===== src/shared/udec_pkg.sv =====
// Package of constants and types for the transmit driver-enable controller.
// Notes on behaviour
// - Without flow control, data write asserts enable.
// - Enable held across back-to-back characters.
// - Start edge one bit after enable.
// - Enable drops 1-2 clocks after stop.
// - CTS fall to enable: 3 clocks minimum.
// - Enable output polarity is selectable.
// - Flow control holds character until CTS low.
package udec_pkg;
    localparam int          DATA_W       = 8;
    localparam int          FIFO_DEPTH   = 8;
    localparam int          DIV_W        = 16;
    localparam int          CLK_HZ       = 25000000;
    localparam int          CLK_PERIOD_NS = 40;
    localparam int          BITS_PER_CHAR = 10;
    localparam logic [3:0]  BIT_LAST     = 4'(BITS_PER_CHAR - 1);
    localparam logic [15:0] DIV_RESET    = 16'h00D9;
    localparam logic [1:0]  SYNC_RESET   = 2'h3;
    typedef enum logic [2:0] {
        UDEC_IDLE,
        UDEC_LEAD,
        UDEC_SHIFT,
        UDEC_TAIL
    } udec_state_e;
endpackage : udec_pkg


===== src/design/udec_fifo.sv =====
// Small synchronous FIFO with valid and ready on both sides.
`timescale 1ns/1ps
module udec_fifo #(
    parameter int WIDTH = 8,
    parameter int DEPTH = 8
) (
    input  wire logic             i_clk,
    input  wire logic             i_rst_n,
    input  wire logic [WIDTH-1:0] i_wdata,
    input  wire logic             i_wvalid,
    output      logic             o_wready,
    output      logic [WIDTH-1:0] o_rdata,
    output      logic             o_rvalid,
    input  wire logic             i_rready
);
    localparam int AW = $clog2(DEPTH);
    logic [WIDTH-1:0] mem [DEPTH];
    logic [AW-1:0]    wptr;
    logic [AW-1:0]    rptr;
    logic [AW:0]      count;
    wire              push = i_wvalid && o_wready;
    wire              pop  = o_rvalid && i_rready;
    assign o_wready = (count != (AW+1)'(DEPTH));
    assign o_rvalid = (count != '0);
    assign o_rdata  = mem[rptr];
    always_ff @(posedge i_clk or negedge i_rst_n) begin
        if (!i_rst_n) begin
            wptr  <= '0;
            rptr  <= '0;
            count <= '0;
        end else begin
            if (push) wptr <= wptr + 1'b1;
            if (pop) rptr <= rptr + 1'b1;
            count <= count + (AW+1)'(push) - (AW+1)'(pop);
        end
    end
    always_ff @(posedge i_clk) begin
        if (push) mem[wptr] <= i_wdata;
    end
endmodule : udec_fifo


===== src/design/udec_ctrl.sv =====
// Transmit path with line driver enable sequencing and flow control.
`timescale 1ns/1ps
module udec_ctrl
    import udec_pkg::*;
(
    input  wire logic              i_clk,
    input  wire logic              i_nrst,
    input  wire logic [DATA_W-1:0] i_tx_data,
    input  wire logic              i_tx_write,
    output      logic              o_tx_ready,
    input  wire logic [DIV_W-1:0]  i_bit_div,
    input  wire logic              i_flow_en,
    input  wire logic              i_de_active_low,
    input  wire logic              i_cts_n,
    output      logic              o_txd,
    output      logic              o_line_driver_enable,
    output      logic              o_busy
);
    logic [1:0]        rst_sync;
    logic              rst_n;
    logic [1:0]        cts_sync;
    udec_state_e       state;
    logic [DIV_W-1:0]  bit_cnt;
    logic [3:0]        bit_idx;
    logic [9:0]        shreg;
    logic              de;
    logic              txd;
    logic              cts_gate;
    logic [DATA_W-1:0] fifo_data;
    logic              fifo_valid;
    wire               fifo_pop;
    wire               bit_end   = (bit_cnt == i_bit_div);
    wire               cts_low   = !cts_sync[1];
    wire               may_start = fifo_valid && (!i_flow_en || cts_gate);

    always_ff @(posedge i_clk or negedge i_nrst) begin
        if (!i_nrst) rst_sync <= 2'h0;
        else rst_sync <= {rst_sync[0], 1'b1};
    end
    assign rst_n = rst_sync[1];

    always_ff @(posedge i_clk or negedge rst_n) begin
        if (!rst_n) cts_sync <= SYNC_RESET;
        else cts_sync <= {cts_sync[0], i_cts_n};
    end

    always_ff @(posedge i_clk or negedge rst_n) begin
        if (!rst_n) cts_gate <= 1'b0;
        else cts_gate <= cts_low;
    end

    udec_fifo #(
        .WIDTH (DATA_W),
        .DEPTH (FIFO_DEPTH)
    ) u_fifo (
        .i_clk    (i_clk),
        .i_rst_n  (rst_n),
        .i_wdata  (i_tx_data),
        .i_wvalid (i_tx_write),
        .o_wready (o_tx_ready),
        .o_rdata  (fifo_data),
        .o_rvalid (fifo_valid),
        .i_rready (fifo_pop)
    );

    assign fifo_pop = (state == UDEC_IDLE || (state == UDEC_SHIFT && bit_end &&
                       bit_idx == BIT_LAST)) && may_start;

    always_ff @(posedge i_clk or negedge rst_n) begin
        if (!rst_n) begin
            state   <= UDEC_IDLE;
            bit_cnt <= '0;
            bit_idx <= '0;
            shreg   <= 10'h3FF;
            de      <= 1'b0;
            txd     <= 1'b1;
        end else begin
            unique case (state)
                UDEC_IDLE: begin
                    txd     <= 1'b1;
                    bit_cnt <= '0;
                    if (may_start) begin
                        de    <= 1'b1;
                        shreg <= {1'b1, fifo_data, 1'b0};
                        state <= UDEC_LEAD;
                    end
                end
                UDEC_LEAD: begin
                    bit_cnt <= bit_end ? '0 : bit_cnt + 1'b1;
                    if (bit_end) begin
                        txd     <= shreg[0];
                        shreg   <= {1'b1, shreg[9:1]};
                        bit_idx <= '0;
                        state   <= UDEC_SHIFT;
                    end
                end
                UDEC_SHIFT: begin
                    bit_cnt <= bit_end ? '0 : bit_cnt + 1'b1;
                    if (bit_end) begin
                        if (bit_idx != BIT_LAST) begin
                            txd     <= shreg[0];
                            shreg   <= {1'b1, shreg[9:1]};
                            bit_idx <= bit_idx + 1'b1;
                        end else if (may_start) begin
                            txd     <= 1'b0;
                            shreg   <= {1'b1, 1'b1, fifo_data};
                            bit_idx <= '0;
                        end else begin
                            txd   <= 1'b1;
                            state <= UDEC_TAIL;
                        end
                    end
                end
                UDEC_TAIL: begin
                    de    <= 1'b0;
                    state <= UDEC_IDLE;
                end
                default: state <= UDEC_IDLE;
            endcase
        end
    end

    assign o_txd = txd;
    assign o_line_driver_enable = de ^ i_de_active_low;
    assign o_busy = (state != UDEC_IDLE);
endmodule : udec_ctrl


===== config.mk =====
export PLATFORM = sky130hd
export DESIGN_NAME = udec_ctrl
export DESIGN_NICKNAME = d
export VERILOG_FILES = /design/src/shared/udec_pkg.sv /design/src/design/udec_fifo.sv /design/src/design/udec_ctrl.sv
export SDC_FILE = /design/constraint.sdc
export NUM_CORES = 1
export LEC_CHECK = 0
export BUFFER_PORTS_ARGS = -buffer_cell sky130_fd_sc_hd__clkbuf_2
export CORE_UTILIZATION = 45
export DETAILED_ROUTE_END_ITERATION = 10
export GPL_TIMING_DRIVEN = 0
export SLEW_MARGIN = 20
export SYNTH_ARGS = -nofsm -noshare
export SYNTH_HDL_FRONTEND = slang
export SYNTH_HIERARCHICAL = 1
export SYNTH_SLANG_ARGS = --single-unit

===== constraint.sdc =====
create_clock -name i_clk -period 2.3 [get_ports i_clk]
set_clock_uncertainty 0.1 [all_clocks]
set_input_delay 0.115 -clock i_clk [delete_from_list [all_inputs] [get_ports i_clk]]
set_output_delay 0.115 -clock i_clk [all_outputs]
set_load 0.005 [all_outputs]

* Yosys cells after proc, flatten, opt, wreduce, memory -nomap -nowiden *
Memories as Yosys holds them, arrays and structs flattened.
Index checks and enable logic that the tools add are counted.

storage, ports and cells
  register bits = 50
  bits in latches = 0
  RAM bits = 64
  memory bits (read-only) = 0
  bits of input ports = 30
  word-level logic and storage cells = 84
  memories kept = 1

operators by class
  add/subtract/negate cells = 6
  multipliers = 0
  div/mod/pow operators = 0
  $lt $le $gt $ge = 0
  equality and inequality tests = 13
  shift operators = 0
  mux-type cells = 28
  bitwise gates (word level) = 1
  reductions and logical operators = 23

memories
  memory      words  bits a word  rd ports  clocked after Yosys merged registers in  write ports  line             text
  u_fifo.mem  8      8            1         0                                        1            udec_fifo.sv:17  logic [WIDTH-1:0] mem [DEPTH];

operator list
  operator                 count
  $mux W10                 5
  $pmux W16 S2             1
  $pmux W10 S3             1
  $add A16 B1 Y16 const B  1
  $eq A16 B16 Y1           1
  $mux W16                 1
  $mux W4                  4
  $mux W3                  5
  $ne A2 B2 Y1 const B     5
  $reduce_and A5 Y1        2
  $pmux W3 S3              1
  $ne A4 B4 Y1 const B     2
  $pmux W4 S2              1
  $mux W1                  7
  $add A3 B1 Y3 const B    2
  $eq A3 B2 Y1 const B     2
  $logic_and A1 B1 Y1      6
  $reduce_bool A2 Y1       3
  $reduce_bool A3 Y1       2
  $add A4 B1 Y4            1
  $add A4 B1 Y4 const B    1
  $eq A4 B4 Y1 const B     1
  $reduce_and A4 Y1        1
  $reduce_bool A4 Y1       1
  other kinds (12)         14

* Longest topological paths before layout *
Gate-level depths: netlist (run 1).

  word-level depth = 7
  depth in mapped cells = 14

* Cells and area by module *
Netlist (run 1), hierarchy kept.

modules (own cells, without submodules)
  module     times used  cells each  area an instance (sq um)
  udec_fifo  1           148         3056.7
  udec_ctrl  1           237         2289.7

* Worst setup path before layout (run 1) *
No wires, ideal clock.

  path kind = register to register
  start = register u_fifo.count[2]
  end = register u_fifo.count[2]
  arrival = 2493 ps
  setup slack = -415 ps
  cell stages (with the launch flop) = 13
  path buffers = 0
  clock period less this slack = 2715 ps
  path through = dfrtp_1 inv_1 ha_1 or3b_2 o21ai_1 a21oi_1 nand2_1 inv_1 ha_1 inv_1 ha_1 fa_1 xor2_1

on the way
  word-level cells in the longest chain between the ends = 5
  elaborated cells on any way between the ends = 8
  those cells by class = add/sub: 2; eq/ne: 1; reduce/logical: 5

RTL lines
  what                    line             text
  start, declared         udec_fifo.sv:20  logic [AW:0] count;
  start signal, assigned  udec_fifo.sv:34  count <= count + (AW+1)'(push) - (AW+1)'(pop);
  $reduce_bool A4 Y1      udec_fifo.sv:24  assign o_rvalid = (count != '0);
  via fifo_valid          udec_ctrl.sv:30  logic fifo_valid;
  $logic_and A1 B1 Y1     udec_ctrl.sv:34  wire may_start = fifo_valid && (!i_flow_en || cts_gate);
  $logic_and A1 B1 Y1     udec_ctrl.sv:67  bit_idx == BIT_LAST)) && may_start;
  via fifo_pop            udec_ctrl.sv:31  wire fifo_pop;
  $logic_and A1 B1 Y1     udec_fifo.sv:22  wire pop = o_rvalid && i_rready;
  via u_fifo.pop          udec_fifo.sv:22
  $sub A4 B1 Y4           udec_fifo.sv:34

The timed path passes the listed nets, and every way through them passes these cells.
A chain may end at the register's enable or synchronous reset.

* Worst setup path after layout (run 1) *
  start = register bit_cnt[8]
  end = register u_fifo.count[1]

on the way
  word-level cells in the longest chain between the ends = 7

RTL lines
  what                              line             text
  start, declared                   udec_ctrl.sv:23  logic [DIV_W-1:0] bit_cnt;
  start signal, assigned            udec_ctrl.sv:89  bit_cnt <= bit_end ? '0 : bit_cnt + 1'b1;
  start signal, assigned            udec_ctrl.sv:98  bit_cnt <= bit_end ? '0 : bit_cnt + 1'b1;
  $eq A16 B16 Y1                    udec_ctrl.sv:32  wire bit_end = (bit_cnt == i_bit_div);
  $logic_and A1 B1 Y1 (2 in a row)  udec_ctrl.sv:66  assign fifo_pop = (state == UDEC_IDLE || (state == UDEC_SHIFT && bit_end &&
  $logic_or A1 B1 Y1                udec_ctrl.sv:66
  $logic_and A1 B1 Y1               udec_ctrl.sv:67
  via fifo_pop                      udec_ctrl.sv:31
  $logic_and A1 B1 Y1               udec_fifo.sv:22
  via u_fifo.pop                    udec_fifo.sv:22
  $sub A4 B1 Y4                     udec_fifo.sv:34

The timed path passes the listed nets, and every way through them passes these cells.

==> summary.md, run 1 <==
| Metric | Value |
|---|---|
| Setup WS post-layout | `-0.438 ns` |
| CTS H-tree lvls | `3` |
| Placed Area | `0.00575 sq mm` |
| Core Rows | `39` |
| Rel. slew slack | `59.3%` |
| Max-Cap Viols | `0` |
| Wire per inst | `about 17 microns` |
| R2R depth | `13` |
| Fill cell count | `slightly above 900` |
| GP Congestion | `0.790` |
| Net Sw Frac | `34.6%` |
| Worst-skew pair later-pin latency | `0.36 ns` |
| Critical Path Start | `bit_cnt[8]` |
| CP Class | `reg2reg` |
| Psw | `around 2.7 mW` |
| Most frequent cells in the layout | `64 x edfxtp_1, 35 x clkbuf_2, 30 x dfrtp_1` |
| Layout overhead on the synthesized area | `23.4%` |
| Type of the tightest min-delay check | `reg2async` |
| Syn. warnings | `6` |
| Die height | `111 microns` |
| Die width | `111 microns` |
| Initial core utilization | `between 40% and 50%` |
| Cts bufs inserted | `9` |
| Power per cell area | `1190 mW/mm^2` |
| Failing checks | `DRC, setup timing` |
| Die area | `0.0123 sq mm` |
| Slew @ Worst Pin | `0.610 ns` |
| Seq cells post-synth | `112` |
| Power Total | `7.83 mW` |
| Post-Synth XOR/XNOR Area | `around 6.1%` |
| TNS Setup | `-1.39 ns` |
| Tmin final | `2.74 ns` |
| Worst-case clock buffer depth | `2` |
| Gate power share | `42.9%` |
| Reg-to-Reg End | `u_fifo/count[1]` |
| Clk pwr share | `~20%` |
| Hpwl dp | `~6500 microns` |
| Worst reg2reg setup slack | `-0.44 ns` |
| Reg clk slew, reported paths | `0.07 ns` |
| Overflow after GRT | `0` |
| Number of antenna violations at the first check in global routing | `0` |
| WP data required | `2.43 ns` |
| CP endpoint | `u_fifo/count[1]` |
| Netlist cell types | `49` |
| IO buf count | `33` |
| Final non-filler cell total | `618` |
| RR Startpoint | `bit_cnt[8]` |
| Via Count | `approximately 3300` |
| Synth Area in Simple Gates | `about a tenth` |
| All-Layer GR Usage | `18.4%` |
| # DRC | `6` |
| # setup viols final | `5` |
| Hold slack | `between 0.1 and 0.15 ns` |
| Placed Cells | `around 560` |
| Startpoint Class | `register` |
| DRT Pass-1 Iters | `7` |
| Final Util | `a little under three fifths` |
| Post-route cell area | `roughly 0.0066 sq mm` |
| Status | `finished, violations left` |
| First-pass GRT wire length | `17200 microns` |
| Largest net degree at the start of global routing | `29` |
| Slew Viols, Final | `0` |
| Post-synthesis adder-cell area fraction | `a little over 4%` |
| Net Count, Synth | `432` |
| Vias in the first global route | `3362` |
| Post-synth EDFFs | `64` |
| DR vias/cell | `5.35` |
| Share of the synthesized area in the top cell type | `35.9%` |
| Most common cell after layout, fill and taps aside | `edfxtp_1` |
| Largest family of logic cells by synthesized area | `multiplexers` |
| Post-synthesis mux area share | `a little over an eighth` |
| Routed WL | `10500 microns` |
| Reg power frac | `37.1%` |
| Peak VDD IR | `about 0.8 mV` |
| Ports | `34` |
| Share of cells above drive strength 1 | `34.1%` |
| Post-synth design cell area | `0.00535 sq mm` |
| Syn Inst Count | `about 390` |
| Layout Nets | `just over 500` |
| Unrepaired setup endpoints after global routing | `true` |
| Core Region | `0.0115 sq mm` |
| Clk sinks | `112` |
| Diode count | `0` |
| Int Pwr | `5.12 mW` |
| Post-route ant nets | `0` |
| CTS tree | `built` |
| Area leader, netlist | `edfxtp_1` |
| Iteration-0 DRC Markers | `157` |
| Mapped Avg Cell Area | `13.9 sq um` |
| Post-Place Setup Slack | `-0.879 ns` |
| Post-synthesis sequential area ratio | `58.7%` |
| Top post-synthesis cells by area | `edfxtp_1 36%, dfrtp_1 17%, mux4_1 7.9%` |
| Setup crit end kind | `register` |
| Root Driver | `clkbuf_16` |
| Fin. Hold Viols | `0` |
| Fmax | `365 MHz` |
| Primary FF master, synth | `edfxtp_1` |
| Lkg Pwr | `2.61 nW` |
| CP Data Arrival Time | `2.87 ns` |
| Crit Path Max Fanout | `4` |
| Tcrit/Tclk final | `119%` |
| Post-synth ARST share | `42.9%` |
| Post-synthesis compound-gate area fraction | `4.42%` |
## flip-flops by register name, summed over array words and instances, names as in the netlist
| name | cells |
|---|---|
| bit_cnt | 16 |
| bit_idx | 4 |
| cts_gate | 1 |
| cts_sync | 2 |
| de | 1 |
| o_txd | 1 |
| rst_sync | 2 |
| shreg | 9 |
| state | 2 |
| u_fifo/count | 4 |
| u_fifo/mem | 64 |
| u_fifo/rptr | 3 |
| u_fifo/wptr | 3 |
## worst max-delay path: stages, from the launching register on
cell     delay [ns]
dfrtp_2        0.44
xor2_2         0.15
nor4_2         0.26
buf_4          0.16
and4_1         0.21
buf_6          0.11
nand3_4        0.07
a21oi_4        0.16
nand2_2        0.09
inv_2          0.06
ha_4           0.19
inv_2          0.06
ha_4           0.13
fa_2           0.42
## cell families after synthesis
group	count (synthesis)
flip-flops	112
AND/OR/NAND/NOR	112
multiplexers	41
XOR/XNOR	37
AO/OA/AOI/OAI	33
buffers and inverters	32
adder cells (fa/ha/maj)	17
other	1
## layout make-up
class / count / area (sq um) / area share (%)
repair buffers: 74 / 519 / 7.87
flip-flops and latches: 112 / 3150 / 47.7
clock inverters: 5 / 66.3 / 1.01
plain buffers: 13 / 97.6 / 1.48
multi-input cells: 242 / 2290 / 34.7
clock buffers: 11 / 233 / 3.53
inverters: 18 / 70.1 / 1.06
well taps: 143 / 179 / 2.71
## layer usage
| layer | vias to the layer above | part of all wire (%) | track usage, % | wire, microns |
|---|---|---|---|---|
| met3 | 10 | 3.8 | 5.03 | 393 |
| met2 | 57 | 50 | 31.2 | 5280 |
| li1 | 1595 | - | - | - |
| met5 | - | 0 | 0 | 0 |
| met4 | 0 | 0.91 | 5.02 | 95 |
| met1 | 1642 | 45 | 23.1 | 4690 |
## power by group through the flow
stage,logic (mW),registers [mW],clock network [mW]
after global placement,2.91,2.90,0
final,3.36,2.90,1.57
after CTS,3.23,2.91,1.60
after global routing,3.69,2.96,1.68
after floorplan,2.30,2.84,0
after detailed placement,2.96,2.91,0
## repair_timing
action | 4_1_cts | 5_1_grt
setup endpoints to repair | 64 | 80
gates resized for setup | 43 | 26
hold buffers | 12 | 0
buffers inserted | 25 | 20
hold endpoints to repair | 68 | 0
cloned | 0 | 1
pin swaps | 24 | 17
## synth_stat cells (2+ instances only)
cell       number
nand2_1        23
dfrtp_1        36
dfstp_2        12
nand4_1         4
and3_1          2
a31oi_1         5
nand3b_1        2
mux4_1         16
o21ai_0         5
xor2_1         25
a21oi_1         4
xnor2_1        12
mux2i_1         5
mux2_2         11
and3b_1         2
nor2b_1         3
edfxtp_1       64
nand2b_1        2
mux2_4          7
a41oi_1         6
mux2_1          2
nand3_1        21
nor3_1          6
nor4_1          5
ha_1           16
buf_2           2
clkbuf_1        7
or2_2           2
buf_6           2
o2bb2ai_1       3
inv_1          18
nor2_1         34
o21ai_1         3
buf_1           2
or3b_2          2
## worst min-delay path by stage
stage                     slack [ns]   startpoint          end
after floorplan                -0.28       i_nrst  rst_sync[0]
after global placement         -0.20       i_nrst  rst_sync[0]
after detailed placement       -0.19       i_nrst  rst_sync[0]
after CTS                       0.14  rst_sync[1]   bit_cnt[9]
after global routing            0.16  rst_sync[1]   bit_cnt[9]
final                           0.11  rst_sync[1]   bit_cnt[9]
(Power assumes the default switching activity.)
==> run 2: changes to the inputs <==
Settings changed: PLACE_DENSITY set to 0.71.
==> summary.md, run 2 (synthesis results as in run 1) <==
| Metric | Value |
|---|---|
| Slew @ Worst Pin | `0.577 ns` |
| Most frequent cells in the layout | `64 x edfxtp_1, 37 x clkbuf_2, 31 x dfrtp_1` |
| Worst-skew pair later-pin latency | `0.35 ns` |
| RR Startpoint | `bit_cnt[8]` |
| Routed WL | `9910 microns` |
| Final Util | `56.4%` |
| Post-Place Setup Slack | `-0.848 ns` |
| Clk sinks | `112` |
| WP data required | `2.42 ns` |
| Root Driver | `clkbuf_16` |
| CP Buf/Inv Count | `3` |
| Tmin final | `2.72 ns` |
| Vias in the first global route | `3284` |
| First-pass GRT wire length | `between 15000 and 20000 microns` |
| Placed Cells | `562` |
| Setup WS post-layout | `-0.416 ns` |
| Power per cell area | `1190 mW/mm^2` |
| Reg clk slew, reported paths | `around 0.070 ns` |
| Lkg Pwr | `2.58 nW` |
| Clk pwr share | `19.8%` |
| Setup crit end kind | `register` |
| GP Congestion | `approximately 0.76` |
| Wire per inst | `16.3 microns` |
| Hpwl dp | `6480 microns` |
| Rel. slew slack | `61.6%` |
| CTS tree | `built` |
| Initial core utilization | `46.4%` |
| CP Data Arrival Time | `2.84 ns` |
| Startpoint Class | `register` |
| Unrepaired setup endpoints after global routing | `true` |
| Most common cell after layout, fill and taps aside | `edfxtp_1` |
| Diode count | `0` |
| DRT Pass-1 Iters | `7` |
| Fin. Hold Viols | `0` |
| Int Pwr | `5.01 mW` |
| Ports | `34` |
| Cell Chain, Critical Path | `xor2_2 -> nor4_4 -> and4_1 -> buf_6 -> nand3_4 -> a21oi_4 -> nand2_2 -> inv_2 -> ha_4 -> inv_2 -> ha_4 -> fa_2` |
| Net Sw Frac | `between 30% and 40%` |
| Fmax | `368 MHz` |
| Final non-filler cell total | `608` |
| Iteration-0 DRC Markers | `133` |
| Failing checks | `DRC, setup timing` |
| Crit-path leading delay family | `adder cells` |
| Overflow after GRT | `0` |
| # DRC | `7` |
| Placed Area | `0.00575 sq mm` |
| Cts bufs inserted | `9` |
| # setup viols final | `5` |
| Largest regs | `u_fifo/mem x64, bit_cnt x16, shreg x9` |
| Largest Register | `u_fifo/mem` |
| Worst-case clock buffer depth | `2` |
| Post-route ant nets | `0` |
| Largest net degree at the start of global routing | `27` |
| Worst reg2reg setup slack | `-0.42 ns` |
| Hold slack | `0.135 ns` |
| Slowest cell delay on critical path | `0.45 ns` |
| DR vias/cell | `~5.4` |
| Die height | `111 microns` |
| Max-Cap Viols | `0` |
| All-Layer GR Usage | `17.1%` |
| Share of cells above drive strength 1 | `32.0%` |
| CP Class | `reg2reg` |
| Die width | `111 microns` |
| Number of antenna violations at the first check in global routing | `0` |
| IO buf count | `33` |
| Critical path's slowest cell | `dfrtp_2` |
| Slew Viols, Final | `0` |
| Layout Nets | `~500` |
| Layout overhead on the synthesized area | `21.4%` |
| Psw | `between 2 and 3 mW` |
| Core Region | `0.0115 sq mm` |
| Tcrit/Tclk final | `118%` |
| Die area | `0.0123 sq mm` |
| Type of the tightest min-delay check | `reg2async` |
| Core Rows | `39` |
| Reg power frac | `between 30% and 40%` |
| CTS H-tree lvls | `3` |
| Post-route cell area | `about 0.0065 sq mm` |
| Peak VDD IR | `0.696 mV` |
| Status | `finished, violations left` |
| Max reg flops | `64` |
| Reg-to-Reg End | `u_fifo/count[1]` |
| Via Count | `3284` |
| Crit Path Max Fanout | `4` |
| R2R depth | `12` |
| Gate power share | `42.5%` |
[run 2: cell count changes in the layout (fill, tap and decap cells not counted), sizes merged]
cell / previous run / this run
buf: 37 / 27
bufinv: 1 / 0
clkinv: 2 / 1
clkinvlp: 1 / 0
inv: 19 / 23
o21ai: 10 / 9
[run 2: worst max-delay path by stage]
stage                                 end  cells past startpoint  slack (ns)         from
after floorplan           u_fifo/count[1]                     12       -0.35  bit_cnt[11]
after global placement    u_fifo/count[1]                     12       -0.81     state[0]
after detailed placement  u_fifo/count[1]                     12       -0.85     state[0]
after CTS                 u_fifo/count[1]                     12       -0.43   bit_cnt[2]
after global routing      u_fifo/count[1]                     12       -0.54   bit_cnt[8]
final                     u_fifo/count[1]                     12       -0.42   bit_cnt[8]
[run 2: area by class of cell]
class,count,area [sq um]
clock inverter,6,65.1
multi-input combinational,241,2260
fill,903,5020
tap,143,179
timing repair buffer,65,452
sequential,112,3140
buffer,13,95.1
clock buffer,10,229
inverter,18,70.1
[run 2: through the flow]
step | total power [mW] | TNS (ns)
after floorplan | 5.14 | -0.962
after global placement | 5.73 | -8.57
after detailed placement | 5.86 | -5.26
final | 7.71 | -1.24
after global routing | 8.18 | -3.53
after CTS | 7.70 | -6.75
[run 2: per-layer routing]
layer	up-vias	wire, microns	part of all wire, %	track usage [%]
met5	-	0	0	0
met4	0	126	1.3	5.39
met2	74	4930	50	28.1
li1	1567	-	-	-
met1	1632	4450	45	22.8
met3	11	413	4.2	3.55
[run 2: power by group through the flow]
| stage | sequential, mW | clock [mW] | combinational, mW |
|---|---|---|---|
| 3_3_place_gp | 2.89 | 0 | 2.84 |
| 2_1_floorplan | 2.84 | 0 | 2.30 |
| 5_1_grt | 2.96 | 1.64 | 3.58 |
| 3_5_place_dp | 2.91 | 0 | 2.94 |
| 6_report | 2.91 | 1.53 | 3.28 |
| 4_1_cts | 2.91 | 1.56 | 3.22 |
[run 2: repair_timing]
action | 4_1_cts | 5_1_grt
endpoints found under the hold margin | 68 | 0
resized for setup | 33 | 21
gates cloned | 0 | 0
pin swaps | 24 | 15
endpoints found under the setup margin | 47 | 66
hold buffers | 12 | 0
buffers inserted | 21 | 7
